==> src/pkg/lss_pkg.sv <==
// shared constants and helpers for the linear sensor scan timing ends
package lss_pkg;
    localparam int unsigned CLK_PERIOD_PS     = 5000;
    localparam int unsigned LINK_PERIOD_MIN_NS = 100;
    // least link period rounds up so each half spans whole clk periods
    localparam int unsigned LINK_HALF_CYCLES  =
        (LINK_PERIOD_MIN_NS * 1000 + 2 * CLK_PERIOD_PS - 1) / (2 * CLK_PERIOD_PS);
    localparam int unsigned LAUNCH_HIGH_MIN   = 6;
    localparam int unsigned LAUNCH_LOW_MIN    = 100;
    localparam int unsigned LAUNCH_HIGH_DEF   = 4088;
    localparam int unsigned INTEG_TAIL        = 48;
    localparam int unsigned FIRST_PIXEL_PULSE = 89;
    localparam int unsigned PIXEL_COUNT       = 4096;
    localparam int unsigned PIXEL_W           = 12;
    localparam int unsigned PULSE_W           = 13;
    localparam int unsigned PHASE_W           = 16;

    localparam logic [PULSE_W-1:0] PULSE_ONE   = 13'h0001;
    localparam logic [PULSE_W-1:0] PULSE_FIRST = 13'h0059;
    localparam logic [PULSE_W-1:0] PULSE_DONE  = 13'h1059;
    localparam logic [PHASE_W-1:0] PHASE_ONE   = 16'h0001;
    localparam logic [PHASE_W-1:0] PHASE_MAX   = 16'hFFFF;
    localparam logic [PHASE_W-1:0] TAIL_LAST   = 16'h0030;

    // a phase length never shorter than its least value
    function automatic logic [PHASE_W-1:0] lss_atLeast(input int unsigned want,
                                                        input int unsigned least);
        lss_atLeast = (want < least) ? PHASE_W'(least) : PHASE_W'(want);
    endfunction

    // pixel number carried by a given strobe pulse
    function automatic logic [PIXEL_W-1:0] lss_pixelOf(input logic [PULSE_W-1:0] pulseNo);
        lss_pixelOf = PIXEL_W'(pulseNo - PULSE_FIRST);
    endfunction
endpackage

==> src/pkg/lss_link_if.sv <==
// link between the scan controller and the linear sensor
`timescale 1ns/1ps
interface lss_link_if;
    logic                         linkClk;
    logic                         lineLaunchPulse;
    logic                         sampleStrobe;
    logic [lss_pkg::PIXEL_W-1:0]  videoPixel;
    logic                         scanDoneFlag;

    modport sensor (
        input  linkClk,
        input  lineLaunchPulse,
        output sampleStrobe,
        output videoPixel,
        output scanDoneFlag
    );

    modport controller (
        output linkClk,
        output lineLaunchPulse,
        input  sampleStrobe,
        input  videoPixel,
        input  scanDoneFlag
    );
endinterface

==> src/hdl/lss_controller.sv <==
// controller end: link clock, launch pulse and pixel capture
// Notes on behaviour
// - launch stays high at least six periods
// - launch stays low at least 100 periods
// - link clock runs continuously, duty near half
// - sensor steps on first rise after fall
// - integration equals launch high plus 48
// - high and low split sets integration time
// - count strobes from fall; pixel one at 89
// - sensor drives a sampling strobe for pixels
// - keep scan cycle and high period short
// - capture video on each strobe rising edge
// - each scan delivers 4096 pixels in order
`timescale 1ns/1ps
module lss_controller #(
    parameter int unsigned HIGH_PERIODS = lss_pkg::LAUNCH_HIGH_DEF,
    parameter int unsigned LOW_PERIODS  = lss_pkg::LAUNCH_LOW_MIN,
    parameter int unsigned HALF_CYCLES  = lss_pkg::LINK_HALF_CYCLES,
    parameter int unsigned PIXELS       = lss_pkg::PIXEL_COUNT
) (
    input  wire logic                          clk,
    input  wire logic                          rst_b,
    lss_link_if.controller                     link,
    input  wire logic                          run,
    output logic [lss_pkg::PIXEL_W-1:0]        pixelValue,
    output logic [lss_pkg::PIXEL_W-1:0]        pixelNumber,
    output logic                               pixelStrobe,
    output logic                               lineDone,
    output logic                               busy
);
    typedef enum logic [2:0] {
        CT_IDLE = 3'b001,
        CT_HIGH = 3'b010,
        CT_LOW  = 3'b100
    } lss_ctState_t;

    // too short a setting is stretched rather than trusted
    localparam logic [lss_pkg::PHASE_W-1:0] HIGH_LEN =
        lss_pkg::lss_atLeast(HIGH_PERIODS, lss_pkg::LAUNCH_HIGH_MIN);
    localparam logic [lss_pkg::PHASE_W-1:0] LOW_LEN =
        lss_pkg::lss_atLeast(LOW_PERIODS, lss_pkg::LAUNCH_LOW_MIN);
    localparam logic [7:0] HALF_LAST = 8'(HALF_CYCLES - 1);
    localparam logic [lss_pkg::PULSE_W-1:0] PULSE_LAST =
        lss_pkg::PULSE_W'(lss_pkg::FIRST_PIXEL_PULSE + PIXELS - 1);

    lss_ctState_t                   state, next_state;
    logic [7:0]                     halfCnt, next_halfCnt;
    logic                           linkClk, next_linkClk;
    logic                           launch, next_launch;
    logic [lss_pkg::PHASE_W-1:0]    phaseCnt, next_phaseCnt;
    logic                           fallTick;

    always_comb begin
        next_halfCnt  = halfCnt + 8'h01;
        next_linkClk  = linkClk;
        fallTick      = 1'b0;
        // equal halves keep the duty at one half
        if (halfCnt == HALF_LAST) begin
            next_halfCnt = 8'h00;
            next_linkClk = ~linkClk;
            fallTick     = linkClk;
        end
    end

    // launch moves on link falls so it is settled before the sensor's rise
    always_comb begin
        next_state    = state;
        next_launch   = launch;
        next_phaseCnt = phaseCnt;
        if (fallTick) begin
            next_phaseCnt = phaseCnt + lss_pkg::PHASE_ONE;
            case (state)
                CT_IDLE: begin
                    if (run) begin
                        next_state    = CT_HIGH;
                        next_launch   = 1'b1;
                        next_phaseCnt = lss_pkg::PHASE_ONE;
                    end
                end
                CT_HIGH: begin
                    if (phaseCnt == HIGH_LEN) begin
                        next_state    = CT_LOW;
                        next_launch   = 1'b0;
                        next_phaseCnt = lss_pkg::PHASE_ONE;
                    end
                end
                CT_LOW: begin
                    if (phaseCnt == LOW_LEN) begin
                        next_state    = run ? CT_HIGH : CT_IDLE;
                        next_launch   = run;
                        next_phaseCnt = lss_pkg::PHASE_ONE;
                    end
                end
                default: begin
                    next_state  = CT_IDLE;
                    next_launch = 1'b0;
                end
            endcase
        end
    end

    always_ff @(posedge clk or negedge rst_b) begin
        if (!rst_b) begin
            halfCnt  <= 8'h00;
            linkClk  <= 1'b0;
            state    <= CT_IDLE;
            launch   <= 1'b0;
            phaseCnt <= '0;
        end else begin
            halfCnt  <= next_halfCnt;
            linkClk  <= next_linkClk;
            state    <= next_state;
            launch   <= next_launch;
            phaseCnt <= next_phaseCnt;
        end
    end

    // capture side: strobes and video come from logic on this same clock
    logic                           capturing, next_capturing;
    logic [lss_pkg::PULSE_W-1:0]    trigNo, next_trigNo;
    logic                           trigPrev, doneQ;
    logic [lss_pkg::PIXEL_W-1:0]    next_pixelValue, next_pixelNumber;
    logic                           next_pixelStrobe, next_lineDone, next_busy;
    logic                           launchFalls;

    always_comb begin
        launchFalls      = launch & ~next_launch;
        next_capturing   = capturing;
        next_trigNo      = trigNo;
        next_pixelValue  = pixelValue;
        next_pixelNumber = pixelNumber;
        next_pixelStrobe = 1'b0;
        next_lineDone    = 1'b0;
        if (capturing && link.sampleStrobe && !trigPrev) begin
            next_trigNo = trigNo + lss_pkg::PULSE_ONE;
            if (next_trigNo >= lss_pkg::PULSE_FIRST) begin
                next_pixelValue  = link.videoPixel;
                next_pixelNumber = lss_pkg::lss_pixelOf(next_trigNo);
                next_pixelStrobe = 1'b1;
            end
            if (next_trigNo == PULSE_LAST) begin
                next_capturing = 1'b0;
                next_lineDone  = 1'b1;
            end
        end
        if (capturing && link.scanDoneFlag && !doneQ && !next_lineDone) begin
            next_capturing = 1'b0;
            next_lineDone  = 1'b1;
        end
        // a fresh launch fall starts a new count, as the sensor restarts too
        if (launchFalls) begin
            next_capturing = 1'b1;
            next_trigNo    = '0;
        end
        next_busy = (next_state != CT_IDLE) | next_capturing;
    end

    always_ff @(posedge clk or negedge rst_b) begin
        if (!rst_b) begin
            capturing   <= 1'b0;
            trigNo      <= '0;
            trigPrev    <= 1'b0;
            doneQ       <= 1'b0;
            pixelValue  <= '0;
            pixelNumber <= '0;
            pixelStrobe <= 1'b0;
            lineDone    <= 1'b0;
            busy        <= 1'b0;
        end else begin
            capturing   <= next_capturing;
            trigNo      <= next_trigNo;
            trigPrev    <= link.sampleStrobe;
            doneQ       <= link.scanDoneFlag;
            pixelValue  <= next_pixelValue;
            pixelNumber <= next_pixelNumber;
            pixelStrobe <= next_pixelStrobe;
            lineDone    <= next_lineDone;
            busy        <= next_busy;
        end
    end

    assign link.linkClk         = linkClk;
    assign link.lineLaunchPulse = launch;
endmodule

==> src/flat_wrapper.sv <==
// flat-port wrapper written by rule: the top's interface ports become plain ports
module lss_controller_flat 
#(
    parameter int unsigned HIGH_PERIODS = lss_pkg::LAUNCH_HIGH_DEF,
    parameter int unsigned LOW_PERIODS  = lss_pkg::LAUNCH_LOW_MIN,
    parameter int unsigned HALF_CYCLES  = lss_pkg::LINK_HALF_CYCLES,
    parameter int unsigned PIXELS       = lss_pkg::PIXEL_COUNT
)
  (clk, rst_b, run, pixelValue, pixelNumber, pixelStrobe, lineDone, busy, link_linkClk, link_lineLaunchPulse, link_sampleStrobe, link_videoPixel, link_scanDoneFlag);
  lss_link_if link_i ();
  input  wire logic clk;
  input  wire logic rst_b;
  input  wire logic run;
  output logic [lss_pkg::PIXEL_W-1:0] pixelValue;
  output logic [lss_pkg::PIXEL_W-1:0] pixelNumber;
  output logic pixelStrobe;
  output logic lineDone;
  output logic busy;
  output wire logic [$bits(link_i.linkClk)-1:0] link_linkClk;
  output wire logic [$bits(link_i.lineLaunchPulse)-1:0] link_lineLaunchPulse;
  input wire logic [$bits(link_i.sampleStrobe)-1:0] link_sampleStrobe;
  input wire logic [$bits(link_i.videoPixel)-1:0] link_videoPixel;
  input wire logic [$bits(link_i.scanDoneFlag)-1:0] link_scanDoneFlag;
  assign link_linkClk = link_i.linkClk;
  assign link_lineLaunchPulse = link_i.lineLaunchPulse;
  assign link_i.sampleStrobe = link_sampleStrobe;
  assign link_i.videoPixel = link_videoPixel;
  assign link_i.scanDoneFlag = link_scanDoneFlag;
  lss_controller #(.HIGH_PERIODS(HIGH_PERIODS), .LOW_PERIODS(LOW_PERIODS), .HALF_CYCLES(HALF_CYCLES), .PIXELS(PIXELS)) u_core (.clk(clk), .rst_b(rst_b), .link(link_i), .run(run), .pixelValue(pixelValue), .pixelNumber(pixelNumber), .pixelStrobe(pixelStrobe), .lineDone(lineDone), .busy(busy));
endmodule
==> config.mk <==
export PLATFORM = sky130hd
export DESIGN_NAME = lss_controller_flat
export DESIGN_NICKNAME = d
export VERILOG_FILES = /design/src/pkg/lss_pkg.sv /design/src/pkg/lss_link_if.sv /design/src/hdl/lss_controller.sv /design/src/flat_wrapper.sv
export SDC_FILE = /design/constraint.sdc
export NUM_CORES = 1
export LEC_CHECK = 0
export BUFFER_PORTS_ARGS = -buffer_cell sky130_fd_sc_hd__buf_2
export CAP_MARGIN = 20
export CELL_PAD_IN_SITES_DETAIL_PLACEMENT = 1
export CELL_PAD_IN_SITES_GLOBAL_PLACEMENT = 2
export CORE_ASPECT_RATIO = 0.6
export CORE_MARGIN = 5
export CORE_UTILIZATION = 41
export DETAILED_ROUTE_END_ITERATION = 6
export PLACE_DENSITY_LB_ADDON = 0.08
export SKIP_LAST_GASP = 1
export SYNTH_ARGS = -nofsm -noshare
export SYNTH_HDL_FRONTEND = slang
export SYNTH_SLANG_ARGS = --single-unit
==> constraint.sdc <==
create_clock -name clk -period 4.3 [get_ports clk]
set_input_delay 0 -clock clk [delete_from_list [all_inputs] [get_ports clk]]
set_output_delay 0 -clock clk [all_outputs]
set_load 0.05 [all_outputs]
# == Word-level counts from Yosys, hierarchy flattened ==
# Index checks and enable logic that the tools add are counted.
# word_totals
register_bits,72
input_bits,17
out_inout_bits,29
# op_classes
addsub,4
n_lt_le_gt_ge,1
n_eq_ne,8
muxes,28
n_bitwise,4
n_reduce_logical,10
# ops
op,count
$mux W16,3
$pmux W16 S3,1
$mux W13,2
$add A16 B1 Y16 const B,1
$eq A16 B12 Y1 const B,1
$eq A16 B7 Y1 const B,1
$mux W1,14
$add A13 B1 Y13 const B,1
$eq A13 B13 Y1 const B,1
$ge A13 B7 Y1 const B,1
$mux W3,4
$sub A12 B7 Y12 const B,1
$pmux W3 S3,1
$add A8 B1 Y8 const B,1
$eq A8 B4 Y1 const B,1
$mux W8,1
$logic_and A1 B1 Y1,5
$eq A3 B1 Y1 const B,1
$eq A3 B2 Y1 const B,1
$eq A3 B3 Y1 const B,1
$logic_not A1 Y1,3
$ne A3 B1 Y1 const B,1
$pmux W1 S3,1
$mux W2,1
other kinds (5),6

# == Longest topological paths before layout ==
# depth
depth_word,9
mapped_depth,10
mapped_depth_nobuf,9

# == Worst setup path before layout ==
# OpenSTA, ideal clock, no wires.
# synth_path
path_kind,flip-flop to flip-flop
from,register u_core.trigNo[1] in the netlist's numbering
to,register u_core.pixelValue[11] in the netlist's numbering
arrival_time_ns,2.423
required_time_ns,4.175
path_slack_ns,1.752
stages_incl_launch_ff,11
path_buffers,2
path_cell_list,dfrtp_1 ha_1 buf_2 nand4_2 or2_4 xnor2_4 nand3_1 and3_4 a21oi_4 buf_12 mux2_4
# synth_via
elab_chain_len,3
# synth_rtl
item,line,text
start: declaration,lss_controller.sv:120,"logic [lss_pkg::PULSE_W-1:0] trigNo, next_trigNo;"
start signal: assignment,lss_controller.sv:171,trigNo <= next_trigNo;
$add A13 B1 Y13,lss_controller.sv:135,next_trigNo = trigNo + lss_pkg::PULSE_ONE;
$ge A13 B7 Y1,lss_controller.sv:136,if (next_trigNo >= lss_pkg::PULSE_FIRST) begin
$reduce_and A2 Y1 (no source line),n/a,
end signal: assignment,lss_controller.sv:174,pixelValue <= next_pixelValue;
end: declaration,lss_controller.sv:25,"output logic [lss_pkg::PIXEL_W-1:0] pixelValue,"
# No other way between the ends.
# A chain may end at the register's enable or synchronous reset.

# == Worst setup path after layout ==
# layout_path
from,register u_core.trigNo[0] in the netlist's numbering
to,register u_core.pixelNumber[0] in the netlist's numbering
# layout_via
elab_chain_len,3
elab_cells_between_ends,4
classes_between,2 x add/sub; 1 x order compare; 1 x reduce/logical
# layout_rtl
item,line,text
$add A13 B1 Y13 (*),lss_controller.sv:135,
$ge A13 B7 Y1,lss_controller.sv:136,
$reduce_and A2 Y1 (no source line),n/a,
end signal: assignment,lss_controller.sv:175,pixelNumber <= next_pixelNumber;
end: declaration,lss_controller.sv:26,"output logic [lss_pkg::PIXEL_W-1:0] pixelNumber,"
# Mark *: on every way between the ends. The rest lies on a longest branch, timed or not.

==> flow_summary.toml <==
[outcome]
status = "finished clean"

[global_routing]
grt_pass1_vias = 3208
antenna_found_initial = 0
grt.overflow.total = 0
gr-usage-all-layers = 0.1815
grt_pass1_wl_um = 17040
grt_max_degree = 73

[die]
rows = 28
start_util = 0.4135
dieHeight_um = 86.63
die_w_um = 137.7
die-area_um2 = 11930
core_area_um2 = 9704
ios = 46

[setup_path]
rr_worst_depth = 9
slowest_delay_ns = 0.71
cp_cell_sequence = "ha_1, nand4_2, nor2_2, a2111oi_1, a41o_1, and3_4, a21oi_4, buf_4, mux2_4"
path_buf_inv = 1
critPathSlowestCell = "a21oi_4"
end_kind = "register"
r2r_slack_ns = 0.71
critical_path_class = "register to register"
cp.arrival_ns = 3.79
crit_path_start_kind = "register"
cp_top_family = "compound AO/OA/AOI/OAI gates"
cp-startpoint = "u_core.trigNo[0]$_DFFE_PN0P_"
path_max_fanout = 22
r2r_start = "u_core.trigNo[0]$_DFFE_PN0P_"
required_ns = 4.51
rr_endpoint = "u_core.pixelNumber[0]$_DFFE_PN0P_"

[finish]
final_util = 0.4957
fill_cells = 1098
final_common_cell = "dfrtp_1"
drive_gt1_frac = 0.2345
nets = 472
area_delta_synth_final_pct = 19.89
fin_area_um2 = 4811
layout_common_cells = "dfrtp_1, nor2_1, buf_2"
final_cells = 587
antenna_cells = 0

[clock_tree]
clkLatencyLatePin_ns = 0.33
post_cts_resized = 0
path_clk_slew_ns = 0.06
cts-root-buf = "clkbuf_16"
htreeDepth = 3
clk_path_buf_depth = 2
cts_buffers = 9
cts_tree = "built"
cts.sinks = 72

[timing]
slew_headroom = 0.3713
hold_slack_ns = 0.3365
worstMarginPinSlew_ns = 0.9430
fin_tns_setup_ns = 0
rsz0062_at_grt = "no"
fin_crit_ns = 3.588
fmax_ghz = 0.2787
hold_viol = 0
clock_skew_ns = 0.006853
post-route-period-util = 0.8344
finalMaxSlewViolations = 0
finalSetupViolations = 0

[hold_path]
hold_start = "link_sampleStrobe"
min_to = "u_core.trigPrev$_DFF_PN0_"
hold_depth = 2
min_path_type = "input port to register"

[synthesis]
yosys_warnings = 0
yosys.area.top_type = "dfrtp_1"
syn_area_um2 = 4013
postSynthAreaPerCell_um2 = 10.34
synth_fa_ha_area_frac = 0.02495
synthTopCellsByArea = "dfrtp_1, xnor2_1, mux2_4"
synth_top_family_by_area = "simple AND/OR/NAND/NOR gates"
synth.mux.area_fraction = 0.08263
async_flop_share = 1.000
synth_compound_area_frac = 0.08326
ys_seq_area_frac = 0.4493
synth_edf_count = 0
synth_top_cell_area_share = 0.4428
yosys.area_share.simple = 0.2046
ys_ff_latch = 72
ys.flop_type = "dfrtp_1"
netlist_instances = 388
synth_nets = 413
synth.distinct_cells = 61
synth_xor_area_frac = 0.1138

[drt]
wl_per_cell_um = 17.59
drc_errors = 0
wl_um = 10320
num_vias = 3027
drtIter0Drc = 169
ant_nets = 0
routed_via_density = 5.157
dr.pass1.iters = 4

[place]
dpl-instance-area_um2 = 4322
dp_hpwl_um = 7368
dp_cells = 555
io_buffers = 45
gp_congestion = 0.8049

[job]
cap_violations = 0

[power]
power_density_nw_per_um2 = 318.9
max-vdd-ir-drop_mv = 0.2054
p_leak_nw = 2.211
## report_power, final
| part | switching, mW | leakage (nW) | internal (mW) |
|---|---|---|---|
| Clock | 0.291 | 0.161 | 0.530 |
| Sequential | 0.000289 | 0.953 | 0.679 |
| Combinational | 0.0189 | 1.10 | 0.0154 |
| Total | 0.310 | 2.21 | 1.22 |
## logic make-up (layout without fill, tap and decap cells)
logic type                 count (synthesis)  after routing
buffers and inverters                     30             94
adders and majority gates                  8              8
and+or+nand+nor                          156            156
DFF                                       72             72
xor gates and xnor gates                  50             50
muxes                                     24             24
AOI/OAI and AO/OA                         48             48
## metrics by stage
step                      power (mW)  worst slack (ns)
final                          1.534            0.7120
after global placement        0.7147            0.8839
after floorplan               0.6923             1.752
after CTS                      1.559            0.6709
after global routing           1.591            0.4888
after detailed placement      0.7148            0.6844
## routing by layer
metal / routed length (um) / track usage / vias up
met2: 3989 / 0.2473 / 62
met1: 5796 / 0.2918 / 1504
met5: 0 / 0 / -
met4: 57 / 0.03229 / 0
met3: 479 / 0.04060 / 8
li1: - / - / 1453
## how the worst max path moves through the flow
stage | endpoint | cells past startpoint
floorplan | u_core.pixelValue[11]$_DFFE_PN0P_ | 10
global placement | u_core.pixelNumber[2]$_DFFE_PN0P_ | 9
detailed placement | u_core.pixelNumber[1]$_DFFE_PN0P_ | 9
CTS | u_core.pixelNumber[0]$_DFFE_PN0P_ | 9
global route | u_core.pixelNumber[0]$_DFFE_PN0P_ | 9
finish | u_core.pixelNumber[0]$_DFFE_PN0P_ | 9
## timing repair
item	in CTS	in global routing
setup endpoints to repair	0	0
hold endpoints to repair	87	0
hold buffers	16	0
setup buffers	0	0
## cell usage after synthesis, drive strengths merged (2+ instances only)
library cell	count
dfrtp	71
nor2	53
xnor2	33
nand2	32
mux2	22
xor2	17
o21ai	15
nand3	14
inv	13
nand4	12
a21oi	11
buf	10
nor3	9
ha	8
clkbuf	7
a31oi	5
nor3b	5
and3	4
or2	4
or3	4
and2	3
and4	3
o31ai	3
a31o	2
and3b	2
and4b	2
mux2i	2
nand2b	2
nor2b	2
nor4b	2
o221ai	2
o311ai	2
## registers in the layout, summed over array words and instances (netlist names), 3 cells and up
name and flops:
u_core.phaseCnt 16, u_core.trigNo 13, u_core.pixelNumber 12, u_core.pixelValue 12
u_core.halfCnt 8, u_core.state 3
## worst reg2reg max path: cells and delay by family (launching register included)
kind / cells / cell delay (ns)
AO/OA/AOI/OAI: 3 / 1.12
adder cells (fa/ha/maj): 1 / 0.42
buffers and inverters: 1 / 0.27
flip-flops: 1 / 0.59
multiplexers: 1 / 0.30
AND/OR/NAND/NOR: 3 / 0.76
## area by class of cell
type	instances	area [um^2]	area share
clock inverter	5	86.33	0.01795
sequential	72	1803	0.3748
multi-input combinational	286	2043	0.4247
clock buffer	11	242.7	0.05046
timing repair buffer	65	417.9	0.08687
inverter	13	48.80	0.01014
tap	135	168.9	0.03511
Note: power is estimated with default switching activity, not from simulation.
